File: src/tcd_pkg.sv
// constants and types shared by the training command decoder and its buffer
package tcd_pkg;
   localparam int BURST_LEN = 16;
   localparam int BEAT_W = 4;
   localparam logic [BEAT_W-1:0] BEAT_LAST = 4'hf;
   localparam logic [BEAT_W-1:0] BEAT_ONE = 4'h1;
   localparam int ENTRIES = 5;
   localparam int PTR_W = 3;
   localparam logic [PTR_W-1:0] PTR_FIRST = 3'h0;
   localparam logic [PTR_W-1:0] PTR_LAST = 3'h4;
   localparam int CA_W = 6;
   localparam int OP_W = 7;
   localparam int MASK_W = 2;
   localparam int PAT_W = 8;
   localparam int OSC_W = 16;
   localparam int RES_W = 8;
   localparam logic [OSC_W-1:0] OSC_MAX = 16'hffff;
   // first-edge codes on ca[4:0] with chip select high
   localparam logic [4:0] CODE_MPC = 5'h00;
   localparam logic [4:0] CODE_CAS2 = 5'h12;
   localparam logic [4:0] CODE_WR = 5'h04;
   localparam logic [4:0] CODE_MWR = 5'h0c;
   localparam logic [4:0] CODE_RD = 5'h02;
   localparam logic [4:0] CODE_MRR = 5'h0e;
   // command_operand codes with bit 6 set
   localparam int OP6_BIT = 6;
   localparam logic [OP_W-1:0] OP_RD_FIFO = 7'h41;
   localparam logic [OP_W-1:0] OP_RD_CAL = 7'h43;
   localparam logic [OP_W-1:0] OP_WR_FIFO = 7'h47;
   localparam logic [OP_W-1:0] OP_OSC_START = 7'h4b;
   localparam logic [OP_W-1:0] OP_OSC_STOP = 7'h4d;
   localparam logic [OP_W-1:0] OP_ZQ_START = 7'h4f;
   localparam logic [OP_W-1:0] OP_ZQ_LATCH = 7'h51;
   typedef enum logic [1:0] {TCD_CMD_IDLE, TCD_CMD_MPC2, TCD_CMD_CAS2} tcd_cmd_e;
   typedef enum logic [1:0] {TCD_TR_NONE, TCD_TR_RD_FIFO, TCD_TR_RD_CAL, TCD_TR_WR_FIFO} tcd_train_e;
endpackage

File: src/tcd_stream_if.sv
// valid/ready word stream between the decoder and its read buffer
`timescale 1ns/1ps
`default_nettype none
interface tcd_stream_if #(parameter int W = 8);
   logic valid;
   logic ready;
   logic [W-1:0] data;
   modport src (output valid, output data, input ready);
   modport snk (input valid, input data, output ready);
endinterface
`default_nettype wire

File: src/tcd_decoder.sv
// multi-purpose command decoder with training FIFO data path
`timescale 1ns/1ps
`default_nettype none
module tcd_decoder #(
   parameter int DQ_W = 16,
   parameter int RL = 6,
   parameter int WL = 4,
   parameter int BUF_DEPTH = 8
) (
   input wire logic clk,
   input wire logic rst_b,
   input wire logic cke_pin,
   input wire logic cs_pin,
   input wire logic [tcd_pkg::CA_W-1:0] ca_pin,
   input wire logic [DQ_W-1:0] data_rx,
   output logic [DQ_W-1:0] data_tx,
   output logic data_en_b,
   input wire logic [tcd_pkg::MASK_W-1:0] mask_inversion_line_rx,
   output logic [tcd_pkg::MASK_W-1:0] mask_inversion_line_tx,
   output logic mask_inversion_line_en_b,
   input wire logic [tcd_pkg::PAT_W-1:0] first_pattern_register,
   input wire logic [tcd_pkg::PAT_W-1:0] second_pattern_register,
   input wire logic [DQ_W-1:0] invert_mask,
   input wire logic wr_inv_en,
   input wire logic rd_inv_en,
   input wire logic data_mask_en,
   output logic osc_running,
   output logic [tcd_pkg::RES_W-1:0] oscillator_result_low,
   output logic [tcd_pkg::RES_W-1:0] oscillator_result_high,
   output logic impedance_calibration_start,
   output logic impedance_calibration_latch
);
   import tcd_pkg::*;
   localparam int LAT_W = (RL > WL) ? RL : WL;
   localparam int SW = DQ_W + MASK_W;
   localparam int BW = SW + 1;
   typedef struct packed {
      logic [1:0] cke_s;
      logic [1:0] cs_s;
      logic [1:0][CA_W-1:0] ca_s;
      logic [1:0][DQ_W-1:0] dq_s;
      logic [1:0][MASK_W-1:0] mk_s;
      logic cke_prev;
      tcd_cmd_e cmd_st;
      logic op6;
      tcd_train_e train_pend;
      logic [LAT_W-1:0] rd_line;
      logic [LAT_W-1:0] wr_line;
      logic [PTR_W-1:0] wr_ptr;
      logic [PTR_W-1:0] rd_ptr;
      logic [ENTRIES-1:0][BURST_LEN-1:0][SW-1:0] store;
      logic wr_act;
      logic [BEAT_W-1:0] wr_beat;
      logic [PTR_W-1:0] wr_entry;
      logic pf_act;
      logic pf_cal;
      logic [PTR_W-1:0] pf_entry;
      logic [BEAT_W-1:0] pf_beat;
      logic pend_v;
      logic pend_cal;
      logic [PTR_W-1:0] pend_entry;
      logic rd_act;
      logic [BEAT_W-1:0] rd_beat;
      logic [DQ_W-1:0] data_tx;
      logic data_en_b;
      logic [MASK_W-1:0] mask_tx;
      logic mask_en_b;
      logic osc_run;
      logic [OSC_W-1:0] osc_cnt;
      logic [RES_W-1:0] res_lo;
      logic [RES_W-1:0] res_hi;
      logic zq_start;
      logic zq_latch;
   } tcd_state_s;
   tcd_state_s r;
   tcd_state_s n;
   tcd_stream_if #(.W(BW)) fill_if ();
   tcd_stream_if #(.W(BW)) drain_if ();
   logic cke_ok;
   logic cs;
   logic [CA_W-1:0] ca;
   logic [OP_W-1:0] op;
   logic mpc_fire;
   logic cas_fire;
   logic disturb;
   logic known_op;
   logic rd_new;
   logic rd_new_cal;
   logic pat_bit;
   logic [BW-1:0] pf_word;

   // read words queue here so the prefetch may run ahead of the data phase
   tcd_fifo #(.W(BW), .DEPTH(BUF_DEPTH)) u_buf (
      .clk(clk),
      .rst_b(rst_b),
      .fill(fill_if.snk),
      .drain(drain_if.src)
   );

   // synchronised pin views; stage 0 feeds only stage 1
   assign cs = r.cs_s[1];
   assign ca = r.ca_s[1];
   assign cke_ok = r.cke_s[1] && r.cke_prev;
   assign op = {r.op6, ca};
   assign known_op = (op == OP_RD_FIFO) || (op == OP_RD_CAL) || (op == OP_WR_FIFO)
      || (op == OP_OSC_START) || (op == OP_OSC_STOP) || (op == OP_ZQ_START)
      || (op == OP_ZQ_LATCH);

   // pattern bit: first register for beats 0-7, second for 8-15
   assign pat_bit = r.pf_beat[BEAT_W-1] ? second_pattern_register[r.pf_beat[2:0]]
      : first_pattern_register[r.pf_beat[2:0]];

   // prefetch word: drive flag, mask lines, data lines
   always_comb begin
      pf_word = '0;
      if (r.pf_cal) begin
         pf_word = {1'b1, {MASK_W{pat_bit}}, {DQ_W{pat_bit}} ^ invert_mask};
      end else begin
         // mask lines driven when any inversion or masking is on
         pf_word = {wr_inv_en | rd_inv_en | data_mask_en, r.store[r.pf_entry][r.pf_beat]};
      end
   end
   assign fill_if.valid = r.pf_act;
   assign fill_if.data = pf_word;
   // pops run exactly in the read data phase
   assign drain_if.ready = r.rd_line[RL-2] | r.rd_act;

   // next-state logic for decode, pointers, bursts and oscillator
   always_comb begin
      n = r;
      n.cke_s = {r.cke_s[0], cke_pin};
      n.cs_s = {r.cs_s[0], cs_pin};
      n.ca_s = {r.ca_s[0], ca_pin};
      n.dq_s = {r.dq_s[0], data_rx};
      n.mk_s = {r.mk_s[0], mask_inversion_line_rx};
      n.cke_prev = r.cke_s[1];
      n.zq_start = 1'b0;
      n.zq_latch = 1'b0;
      mpc_fire = 1'b0;
      cas_fire = 1'b0;
      rd_new = 1'b0;
      rd_new_cal = 1'b0;
      disturb = !r.cke_s[1];
      // two-edge capture of command and operand
      unique case (r.cmd_st)
         TCD_CMD_IDLE: begin
            if (cke_ok && cs) begin
               if (ca[4:0] == CODE_MPC) begin
                  n.cmd_st = TCD_CMD_MPC2;
                  n.op6 = ca[OP6_BIT-1];
               end else if (ca[4:0] == CODE_CAS2) begin
                  n.cmd_st = TCD_CMD_CAS2;
               end else begin
                  // any other command cancels a pending training action
                  n.train_pend = TCD_TR_NONE;
                  // ordinary column commands disturb the pointers
                  if ((ca[4:0] == CODE_WR) || (ca[4:0] == CODE_MWR)
                     || (ca[4:0] == CODE_RD) || (ca[4:0] == CODE_MRR)) begin
                     disturb = 1'b1;
                  end
               end
            end
         end
         TCD_CMD_MPC2: begin
            n.cmd_st = TCD_CMD_IDLE;
            mpc_fire = cke_ok && !cs;
         end
         TCD_CMD_CAS2: begin
            n.cmd_st = TCD_CMD_IDLE;
            cas_fire = cke_ok && !cs;
         end
      endcase

      // oscillator stand-in counter, saturates; a start below overrides it
      if (r.osc_run && (r.osc_cnt != OSC_MAX)) begin
         n.osc_cnt = r.osc_cnt + 1'b1;
      end

      // bit 6 low leaves everything alone but ends a pending action
      if (mpc_fire) begin
         n.train_pend = TCD_TR_NONE;
         if (r.op6) begin
            // training actions; only the FIFO read, the calibration read and the FIFO write wait for a column command
            unique case (op)
               OP_RD_FIFO: n.train_pend = TCD_TR_RD_FIFO;
               OP_RD_CAL: n.train_pend = TCD_TR_RD_CAL;
               OP_WR_FIFO: n.train_pend = TCD_TR_WR_FIFO;
               OP_OSC_START: begin
                  n.osc_run = 1'b1;
                  n.osc_cnt = '0;
               end
               // stop stores the count into the result pair
               OP_OSC_STOP: begin
                  if (r.osc_run) begin
                     n.osc_run = 1'b0;
                     {n.res_hi, n.res_lo} = r.osc_cnt;
                  end
               end
               OP_ZQ_START: n.zq_start = 1'b1;
               OP_ZQ_LATCH: n.zq_latch = 1'b1;
               default: n.train_pend = TCD_TR_NONE;
            endcase
         end
      end

      // column operands are not read; only the pending action counts
      if (cas_fire) begin
         n.train_pend = TCD_TR_NONE;
         unique case (r.train_pend)
            TCD_TR_RD_FIFO: rd_new = 1'b1;
            TCD_TR_RD_CAL: begin
               rd_new = 1'b1;
               rd_new_cal = 1'b1;
               // calibration read also disturbs the pointers
               disturb = 1'b1;
            end
            default: n.train_pend = TCD_TR_NONE;
         endcase
      end

      // latency lines start at the column command's second edge
      n.rd_line = {r.rd_line[LAT_W-2:0], rd_new};
      n.wr_line = {r.wr_line[LAT_W-2:0], cas_fire && (r.train_pend == TCD_TR_WR_FIFO)};

      // write data taken after write latency, 16 beats
      if (r.wr_act) begin
         n.store[r.wr_entry][r.wr_beat] = {r.mk_s[1], r.dq_s[1]};
         n.wr_beat = r.wr_beat + 1'b1;
         if (r.wr_beat == BEAT_LAST) begin
            n.wr_act = 1'b0;
         end
      end
      // a new burst may start on the last beat of the previous one
      if (r.wr_line[WL-1]) begin
         n.store[r.wr_ptr][0] = {r.mk_s[1], r.dq_s[1]};
         n.wr_act = 1'b1;
         n.wr_beat = BEAT_ONE;
         n.wr_entry = r.wr_ptr;
         // five entries, the sixth write lands on the first
         n.wr_ptr = (r.wr_ptr == PTR_LAST) ? PTR_FIRST : r.wr_ptr + 1'b1;
      end

      // prefetch walks one beat per accepted push, stalls on a full buffer
      if (r.pf_act && fill_if.ready) begin
         n.pf_beat = r.pf_beat + 1'b1;
         if (r.pf_beat == BEAT_LAST) begin
            n.pf_act = r.pend_v;
            n.pf_cal = r.pend_cal;
            n.pf_entry = r.pend_entry;
            n.pend_v = 1'b0;
         end
      end
      if (rd_new) begin
         if (!n.pf_act) begin
            n.pf_act = 1'b1;
            n.pf_cal = rd_new_cal;
            n.pf_entry = r.rd_ptr;
            n.pf_beat = '0;
         end else begin
            n.pend_v = 1'b1;
            n.pend_cal = rd_new_cal;
            n.pend_entry = r.rd_ptr;
         end
         // read pointer advances and wraps after five
         if (!rd_new_cal) begin
            n.rd_ptr = (r.rd_ptr == PTR_LAST) ? PTR_FIRST : r.rd_ptr + 1'b1;
         end
      end

      // read data phase, one word per cycle
      if (r.rd_line[RL-2]) begin
         n.rd_act = 1'b1;
         n.rd_beat = BEAT_ONE;
      end else if (r.rd_act) begin
         n.rd_beat = r.rd_beat + 1'b1;
         // seamless: the next start overrides this end
         if (r.rd_beat == BEAT_LAST) begin
            n.rd_act = 1'b0;
         end
      end
      // burst length fixed at 16 whatever the burst setting
      if (drain_if.ready && drain_if.valid) begin
         {n.mask_tx, n.data_tx} = drain_if.data[SW-1:0];
         n.data_en_b = 1'b0;
         n.mask_en_b = !drain_if.data[SW];
      end else begin
         n.data_en_b = 1'b1;
         n.mask_en_b = 1'b1;
      end

      // pointer disturbance wins over any advance this cycle
      if (disturb) begin
         n.wr_ptr = PTR_FIRST;
         n.rd_ptr = PTR_FIRST;
      end
   end

   // state register; pins idle undriven in reset
   always_ff @(posedge clk or negedge rst_b) begin
      if (!rst_b) begin
         r <= '0;
         r.data_en_b <= 1'b1;
         r.mask_en_b <= 1'b1;
      end else begin
         r <= n;
      end
   end

   assign data_tx = r.data_tx;
   assign data_en_b = r.data_en_b;
   assign mask_inversion_line_tx = r.mask_tx;
   assign mask_inversion_line_en_b = r.mask_en_b;
   assign osc_running = r.osc_run;
   assign oscillator_result_low = r.res_lo;
   assign oscillator_result_high = r.res_hi;
   assign impedance_calibration_start = r.zq_start;
   assign impedance_calibration_latch = r.zq_latch;

   // checks on decode and data path
   property p_nop_quiet;
      @(posedge clk) disable iff (!rst_b)
      (mpc_fire && !r.op6) |=> (r.train_pend == TCD_TR_NONE) && $stable(r.osc_run);
   endproperty
   a_nop_quiet: assert property (p_nop_quiet) else $error("no-op changed state");
   property p_rd_decode;
      @(posedge clk) disable iff (!rst_b)
      (mpc_fire && (op == OP_RD_FIFO)) |=> (r.train_pend == TCD_TR_RD_FIFO);
   endproperty
   a_rd_decode: assert property (p_rd_decode) else $error("fifo read not pending");
   property p_osc_start;
      @(posedge clk) disable iff (!rst_b)
      (mpc_fire && (op == OP_OSC_START)) |=> osc_running && (r.osc_cnt == '0);
   endproperty
   a_osc_start: assert property (p_osc_start) else $error("oscillator not started");
   property p_zq_latch;
      @(posedge clk) disable iff (!rst_b)
      (mpc_fire && (op == OP_ZQ_LATCH)) |=> r.zq_latch ##1 !r.zq_latch;
   endproperty
   a_zq_latch: assert property (p_zq_latch) else $error("latch pulse wrong");
   property p_rd_latency;
      @(posedge clk) disable iff (!rst_b)
      r.rd_line[RL-2] |=> !data_en_b;
   endproperty
   a_rd_latency: assert property (p_rd_latency) else $error("read data late");
   property p_burst_hold;
      @(posedge clk) disable iff (!rst_b)
      $fell(data_en_b) |-> !data_en_b [*8];
   endproperty
   a_burst_hold: assert property (p_burst_hold) else $error("burst cut short");
   property p_wr_wrap;
      @(posedge clk) disable iff (!rst_b)
      (r.wr_line[WL-1] && (r.wr_ptr == PTR_LAST)) |=> (r.wr_ptr == PTR_FIRST);
   endproperty
   a_wr_wrap: assert property (p_wr_wrap) else $error("write pointer did not wrap");
   property p_rd_wrap;
      @(posedge clk) disable iff (!rst_b)
      (rd_new && !rd_new_cal && (r.rd_ptr == PTR_LAST)) |=> (r.rd_ptr == PTR_FIRST);
   endproperty
   a_rd_wrap: assert property (p_rd_wrap) else $error("read pointer did not wrap");
   property p_disturb;
      @(posedge clk) disable iff (!rst_b)
      disturb |=> (r.wr_ptr == PTR_FIRST) && (r.rd_ptr == PTR_FIRST);
   endproperty
   a_disturb: assert property (p_disturb) else $error("pointers not reset");
   property p_mask_drive;
      @(posedge clk) disable iff (!rst_b)
      (drain_if.ready && drain_if.valid && drain_if.data[SW]) |=> !mask_inversion_line_en_b;
   endproperty
   a_mask_drive: assert property (p_mask_drive) else $error("mask lines not driven");
   property p_osc_store;
      @(posedge clk) disable iff (!rst_b)
      (mpc_fire && (op == OP_OSC_STOP) && r.osc_run)
         |=> ({oscillator_result_high, oscillator_result_low} == $past(r.osc_cnt)) && !osc_running;
   endproperty
   a_osc_store: assert property (p_osc_store) else $error("result not stored");
   property p_reserved;
      @(posedge clk) disable iff (!rst_b)
      (mpc_fire && r.op6 && !known_op) |=> $stable(r.osc_run) && (r.train_pend == TCD_TR_NONE);
   endproperty
   a_reserved: assert property (p_reserved) else $error("reserved code acted");
endmodule // tcd_decoder
`default_nettype wire

File: src/tcd_fifo.sv
// synchronous word buffer with honest full and empty
`timescale 1ns/1ps
`default_nettype none
module tcd_fifo #(
   parameter int W = 8,
   parameter int DEPTH = 8
) (
   input wire logic clk,
   input wire logic rst_b,
   tcd_stream_if.snk fill,
   tcd_stream_if.src drain
);
   import tcd_pkg::*;
   localparam int AW = $clog2(DEPTH);
   typedef struct packed {
      logic [DEPTH-1:0][W-1:0] mem;
      logic [AW-1:0] wptr;
      logic [AW-1:0] rptr;
      logic [AW:0] count;
   } tcd_fifo_s;
   tcd_fifo_s r;
   tcd_fifo_s n;
   logic push;
   logic pop;

   // flags straight from the occupancy count
   assign fill.ready = (r.count != (AW+1)'(DEPTH));
   assign drain.valid = (r.count != '0);
   assign drain.data = r.mem[r.rptr];
   assign push = fill.valid && fill.ready;
   assign pop = drain.valid && drain.ready;

   // pointer and count update, wrap at any depth
   always_comb begin
      n = r;
      if (push) begin
         n.mem[r.wptr] = fill.data;
         n.wptr = (r.wptr == AW'(DEPTH - 1)) ? '0 : r.wptr + 1'b1;
      end
      if (pop) begin
         n.rptr = (r.rptr == AW'(DEPTH - 1)) ? '0 : r.rptr + 1'b1;
      end
      unique case ({push, pop})
         2'b10: n.count = r.count + 1'b1;
         2'b01: n.count = r.count - 1'b1;
         default: n.count = r.count;
      endcase
   end

   // state register
   always_ff @(posedge clk or negedge rst_b) begin
      if (!rst_b) begin
         r <= '0;
      end else begin
         r <= n;
      end
   end
endmodule // tcd_fifo
`default_nettype wire

File: config.mk
export PLATFORM = sky130hd
export DESIGN_NAME = tcd_decoder
export DESIGN_NICKNAME = d
export VERILOG_FILES = /design/src/tcd_pkg.sv /design/src/tcd_stream_if.sv /design/src/tcd_decoder.sv /design/src/tcd_fifo.sv
export SDC_FILE = /design/constraint.sdc
export NUM_CORES = 2
export LEC_CHECK = 0
export BUFFER_PORTS_ARGS = -buffer_cell sky130_fd_sc_hd__buf_2
export CORE_AREA = 3 3 490 492
export DETAILED_ROUTE_END_ITERATION = 7
export DIE_AREA = 0 0 493 495
export GPL_TIMING_DRIVEN = 0
export SYNTH_ARGS = -nofsm -noshare
export SYNTH_HDL_FRONTEND = slang
export SYNTH_SLANG_ARGS = --single-unit
File: constraint.sdc
create_clock -name clk -period 3.1 [get_ports clk]
set_clock_uncertainty 0.1 [all_clocks]
set_input_delay 0.465 -clock clk [delete_from_list [all_inputs] [get_ports clk]]
set_output_delay 0.465 -clock clk [all_outputs]
set_load 0.02 [all_outputs]
### Word level (Yosys, flattened, before mapping)

Index checks and enable logic that the tools add are counted.

| operators by class | value |
|---|---|
| add/subtract/negate cells | 10 |
| order comparisons | 12 |
| equality and inequality tests | 33 |
| muxes and demuxes | 80 |
| bitwise operators | 4 |
| reductions and logical operators | 37 |

Operators by type and width:

| operator | count |
|---|---|
| $bwmux 1440 | 2 |
| $demux 288 s3 | 2 |
| $mux 1448 | 1 |
| $mux 1445 | 1 |
| $bmux 288 s3 | 1 |
| $mux 288 | 2 |
| $bwmux 152 | 1 |
| $bmux 18 s4 | 1 |
| $demux 18 s4 | 1 |
| $mux 34 | 2 |
| $mux 16 | 4 |
| $bmux 19 s3 | 1 |
| $demux 19 s3 | 1 |
| $mux 19 | 3 |
| $mux 18 | 3 |
| $eq 7x7->1 const B | 7 |
| $mux 5 | 5 |
| $lt 3x4->1 const B | 6 |
| $mux 1 | 24 |
| $mux 3 | 7 |
| $add 16x1->16 const B | 1 |
| $add 4x1->4 const B | 4 |
| $mux 2 | 8 |
| $ne 16x16->1 const B | 1 |
| 39 further kinds | 87 |

| word-level totals | value |
|---|---|
| bits in registers | 1757 |
| input bits | 63 |
| output and inout bits | 39 |
| word-level logic and storage cells | 305 |

### Logic depth before layout (Yosys ltp)

| depth | value |
|---|---|
| word-level depth | 13 |
| depth in mapped cells | 11 |
| mapped depth without buffers | 10 |

### Cells and area by module

A second synthesis with hierarchy kept.

| unflattened totals | value |
|---|---|
| cells, all modules | 5501 |
| area, all modules | 80561.0 µm² |

By module, submodules not included:

| module | times used | cells each | area an instance (µm²) | sequential area each (µm²) |
|---|---|---|---|---|
| tcd_decoder | 1 | 5047 | 72799.8 | 39915.8 |
| tcd_fifo | 1 | 454 | 7761.2 | 4053.9 |

### Least setup slack after synthesis

No wires, ideal clock.

| timing | value |
|---|---|
| kind | reg2reg |
| start point | reg u_buf.r[1] in the netlist's numbering |
| end point | reg u_buf.r[3] in the netlist's numbering |
| setup time | 122 ps |
| data arrival time | 2329 ps |
| required time | 2878 ps |
| path slack | 549 ps |
| cell stages (with the launch flop) | 11 |
| path buffers | 0 |
| period minus slack after synthesis | 2551 ps |
| cell sequence | dfrtp_1 or3_1 o22ai_1 inv_1 ha_1 ha_1 a21o_1 a21oi_1 xnor2_1 nor2_1 xnor2_1 |

| on the way | value |
|---|---|
| word-level cells in the longest chain between the ends | 4 |
| elaborated cells on any way between the ends | 10 |
| classes of those cells | add/sub: 2; eq/ne: 3; mux: 1; reduce/logical: 4 |

RTL lines:

| item | line | source |
|---|---|---|
| from (decl) | tcd_fifo.sv:21 | `tcd_fifo_s r;` |
| from (signal assigned) | tcd_fifo.sv:55 | `r <= n;` |
| $reduce_bool 4->1 * | tcd_fifo.sv:28 | `assign drain.valid = (r.count != '0);` |
| $logic_and 1x1->1 * | tcd_fifo.sv:31 | `assign pop = drain.valid && drain.ready;` |
| named net u_buf.pop | tcd_fifo.sv:24 | `logic pop;` |
| $eq 2x1->1 / $eq 2x2->1 (equally long branches) | tcd_fifo.sv:43 | `unique case ({push, pop})` |
| $pmux 4 s2 / $reduce_bool 2->1 (equally long branches) | n/a |  |

Mark *: on every way through the listed nets, which the timed path passes. The rest lies on a longest branch.
A chain may end at the register's enable or synchronous reset.

### Worst setup path after layout

| timing | value |
|---|---|
| start point | reg r[65] in the netlist's numbering |
| end point | reg u_buf.r[143] in the netlist's numbering |

| on the way | value |
|---|---|
| word-level cells in the longest chain between the ends | 6 |
| elaborated cells on any way between the ends | 10 |
| classes of those cells | mux: 9; bitwise: 1 |

RTL lines:

| item | line | source |
|---|---|---|
| from (decl) | tcd_decoder.sv:75 | `tcd_state_s r;` |
| from (signal assigned) | tcd_decoder.sv:305 | `r <= n;` |
| $bmux 1 s3, on equally long branches | tcd_decoder.sv:111, tcd_decoder.sv:110 |  |
| $mux 1, on equally long branches | tcd_decoder.sv:111, tcd_decoder.sv:110 |  |
| $mux 1 | tcd_decoder.sv:110 | `assign pat_bit = r.pf_beat[BEAT_W-1] ? second_pattern_register[r.pf_beat[2:0]]` |
| $xor 16x16->16 | tcd_decoder.sv:117 | `pf_word = {1'b1, {MASK_W{pat_bit}}, {DQ_W{pat_bit}} ^ invert_mask};` |
| $mux 19 * | tcd_decoder.sv:116 | `if (r.pf_cal) begin` |
| $bwmux 152 * | tcd_fifo.sv:37 | `n.mem[r.wptr] = fill.data;` |

Every way passes the cells marked *; elsewhere a longest branch is shown, timed or not. The select of a mux whose other input is x is not followed.

==> flow_metrics.env <==
export IMPL_grt_overflow=0
export IMPL_placedCellCount=8803
export IMPL_crit_slowest_cell="a2111oi_4"
export IMPL_fmax_mhz=298
export IMPL_reg2reg_to="u_buf.r[143]"
export IMPL_antenna_found_initial=11
export IMPL_clkSinkCount=1757
export IMPL_drive_gt1_share_pct=49.1
export IMPL_place_port_buffers=101
export IMPL_htreeDepth=4
export IMPL_fp_dieArea_um2=244000
export IMPL_p_leak_nw=43.8
export IMPL_setup_viol=277
export IMPL_finalWirelength_mm=277
export IMPL_cp_slowest_stage_delay_ns=0.67
export IMPL_ctsRootBufferMaster="clkbuf_16"
export IMPL_relSlewSlack_pct=15.4
export IMPL_critPathMaxFanout=8
export IMPL_power_per_cell_area_nw_per_um2=483
export IMPL_layout_cells_non_filler=9275
export IMPL_boundaryPins=102
export IMPL_cp_required_ns=3.68
export IMPL_cp_start_kind="flop"
export IMPL_critPathTopFamily="compound AO/OA/AOI/OAI gates"
export IMPL_dr_total_vias=51700
export IMPL_fillCellCount=21700
export IMPL_syn_avg_cell_area_um2=14.5
export IMPL_slew_viol_final=0
export IMPL_outcome="complete, but fails checks"
export IMPL_antenna_left=0
export IMPL_cts_inserted_buffers=184
export IMPL_layout_common_cells="1752 x dfrtp_1, 1582 x mux2_2, 267 x clkbuf_1"
export IMPL_core_rowCount=178
export IMPL_cp_end_kind="flop"
export IMPL_hpwlAfterDp_mm=198
export IMPL_critPathKind="flop to flop"
export IMPL_synth_seq_cells=1757
export IMPL_ys_types=81
export IMPL_grt_max_degree=180
export IMPL_cp_startpoint="r[65]"
export IMPL_synth_edff_count=0
export IMPL_hold_viol=0
export IMPL_cp_endpoint="u_buf.r[143]"
export IMPL_r2r_start="r[65]"
export IMPL_area_growth_synth_to_final_pct=20.3
export IMPL_yosysTopAreaCell="dfrtp_1"
export IMPL_fin_util_pct=41.0
export IMPL_final_common_cell="dfrtp_1"
export IMPL_grt_pass1_vias=53300
export IMPL_postLayoutSetupSlackWorst_ns=-0.250
export IMPL_hold_slack_ns=0.0653
export IMPL_path_clk_slew_ns=0.06
export IMPL_layout_min_cycle_time_ns=3.35
export IMPL_r2r_setup_slack_ns=-0.25
export IMPL_initial_core_util_pct=34.0
export IMPL_grt_usage_pct=22.3
export IMPL_yosysTopAreaCellShare_pct=54.7
export IMPL_setup_tns_final_ns=-26.78
export IMPL_violations="negative setup slack"
export IMPL_wl_per_cell_um=29.8
export IMPL_cp_num_cells=10
export IMPL_rsz0062_at_grt="yes"
export IMPL_grt_first_pass_wirelength_mm=395
export IMPL_ys_seq_area_share_pct=54.8
export IMPL_dr_pass1_iters=6
export IMPL_gp_congestion=0.960
export IMPL_cap_viol_max_count=0
export IMPL_finalCritPeriodShare_pct=108
export IMPL_crit_arrival_ns=3.93
export IMPL_ys_warn_count=0
export IMPL_rr_worst_depth=10
export IMPL_first_iter_violations=4853
export IMPL_crit_chain="buf_12, buf_12, buf_16, mux4_2, a31oi_4, nand3_2, a2111oi_4, a31oi_4, buf_12, mux2_4"
export IMPL_synthCells=5534
export IMPL_via_per_inst=5.58
export IMPL_synthTopCellsByArea="dfrtp_1 55%, mux2_2 23%, mux4_2 6.9%, mux2i_1 2.3%, clkbuf_1 1.3%"
export IMPL_cts_tree="built"
export IMPL_vdd_drop_max_uv=676
export IMPL_worst_path_buf_inv=4
export IMPL_nets=6065
export IMPL_drc_errors=0
export IMPL_clockBufferDepth=3
export IMPL_die_w_um=493
export IMPL_async_reset_ff_share_pct=100
export IMPL_cp_common_cell="buf_12"
export IMPL_syn_num_nets=5621
export IMPL_die_y_um=495
export IMPL_core_area_um2=236000
export IMPL_clk_latency_ns=0.85
export IMPL_holdCritPathClass="input pin to asynchronous set/reset pin"
export IMPL_syn_area_um2=80200
export IMPL_tightestPinTransition_ns=1.27
export IMPL_synthFlopType="dfrtp_1"
==> routing by layer <==
| layer | vias up | share of wire (%) | GRT usage (%) |
|---|---|---|---|
| met5 | - | 0 | 0 |
| met4 | 0 | 5.9 | 11.1 |
| met3 | 567 | 7.4 | 4.79 |
| met2 | 1939 | 45 | 35.0 |
| met1 | 28000 | 41 | 29.4 |
| li1 | 21300 | - | - |
==> per-stage QoR <==
| stage | power (mW) | setup slack (ns) | instance area (µm²) |
|---|---|---|---|
| floorplan | 23.8 | 0.549 | 80200 |
| global placement | 24.8 | -37.08 | 84700 |
| detailed placement | 24.8 | -1.94 | 85100 |
| finish | 46.7 | -0.250 | 96600 |
| CTS | 47.0 | -0.339 | 95500 |
| global route | 48.0 | -0.255 | 96500 |
==> where the power goes <==
group	internal (mW)	switching, mW	total, mW
Combinational	0.256	1.04	1.30
Sequential	23.0	0.136	23.1
Clock	12.7	9.50	22.2
Total	36.0	10.7	46.7
==> cells in the mapped netlist, types with 9 or more instances <==
master     count
mux4_2       245
o2bb2ai_1     25
a221o_1       18
buf_4         72
nand3_1      107
mux2_2      1657
buf_2        122
nor3_1        13
and3b_1       19
a22o_1        12
o22ai_1       30
o211ai_1      11
nand4_1       25
mux2i_1      185
buf_6         20
a21o_1        22
a31oi_1       40
mux2_1        41
and2_1        14
o221ai_1      22
nand3b_1      33
xnor2_1       18
o21ai_0       59
a31oi_4       10
dfrtp_1     1755
a22oi_1       43
a2bb2oi_1      9
o2111ai_1     23
nor2_1       124
inv_1         24
a221oi_1      20
ha_1          23
buf_1         11
nor2b_1       17
or3_1         22
nand2_1      167
clkbuf_1     278
nor2_2        11
and3_1        13
xor2_1        13
a211oi_1      14
a21oi_1       60
==> layout make-up <==
type	count	area, µm²	share of cell area [%]
well taps	3150	3940	4.08
inverters	27	104	0.108
diodes	8	20.0	0.0207
flip-flops and latches	1757	44000	45.5
plain buffers	494	3500	3.63
clock buffers	283	5430	5.62
clock inverters	42	556	0.575
repair buffers	268	2720	2.82
multi-input cells	3246	36300	37.6
==> worst min path at each step <==
| stage | slack [ns] | start | endpoint |
|---|---|---|---|
| finish | 0.07 | rst_b | r[183] |
| global placement | 0.23 | n[1535] | n[1536] |
| CTS | 0.05 | rst_b | r[470] |
| global route | 0.09 | rst_b | r[183] |
| detailed placement | 0.23 | n[1537] | n[1538] |
| floorplan | 0.07 | rst_b | ca[0] |
==> cell families after synthesis <==
| family | after synthesis | synth area share, % |
|---|---|---|
| buffers and inverters | 531 | 3.22 |
| adders and majority gates | 24 | 0.384 |
| xor gates and xnor gates | 31 | 0.338 |
| muxes | 2130 | 33.1 |
| AOI/OAI and AO/OA | 466 | 4.45 |
| DFF | 1757 | 54.8 |
| and+or+nand+nor | 595 | 3.75 |
==> state kept, by name, summed over array words and instances, names as in the netlist <==
register / flops
data_en_b: 1
impedance_calibration_start: 1
oscillator_result_high: 8
u_buf.r: 162
n: 36
cs: 1
mask_inversion_line_en_b: 1
impedance_calibration_latch: 1
fill_if.valid: 1
mask_inversion_line_tx: 2
osc_running: 1
r: 1511
op: 1
ca: 6
data_tx: 16
oscillator_result_low: 8
==> what timing repair did <==
item | in CTS | in global routing
setup buffers | 74 | 37
hold buffers | 32 | 0
gates resized for setup | 693 | 176
setup endpoints to repair | 710 | 1053
pin swaps | 91 | 83
hold endpoints to repair | 114 | 0
gates cloned | 6 | 2
No activity file was read; power rests on OpenSTA's default activity.
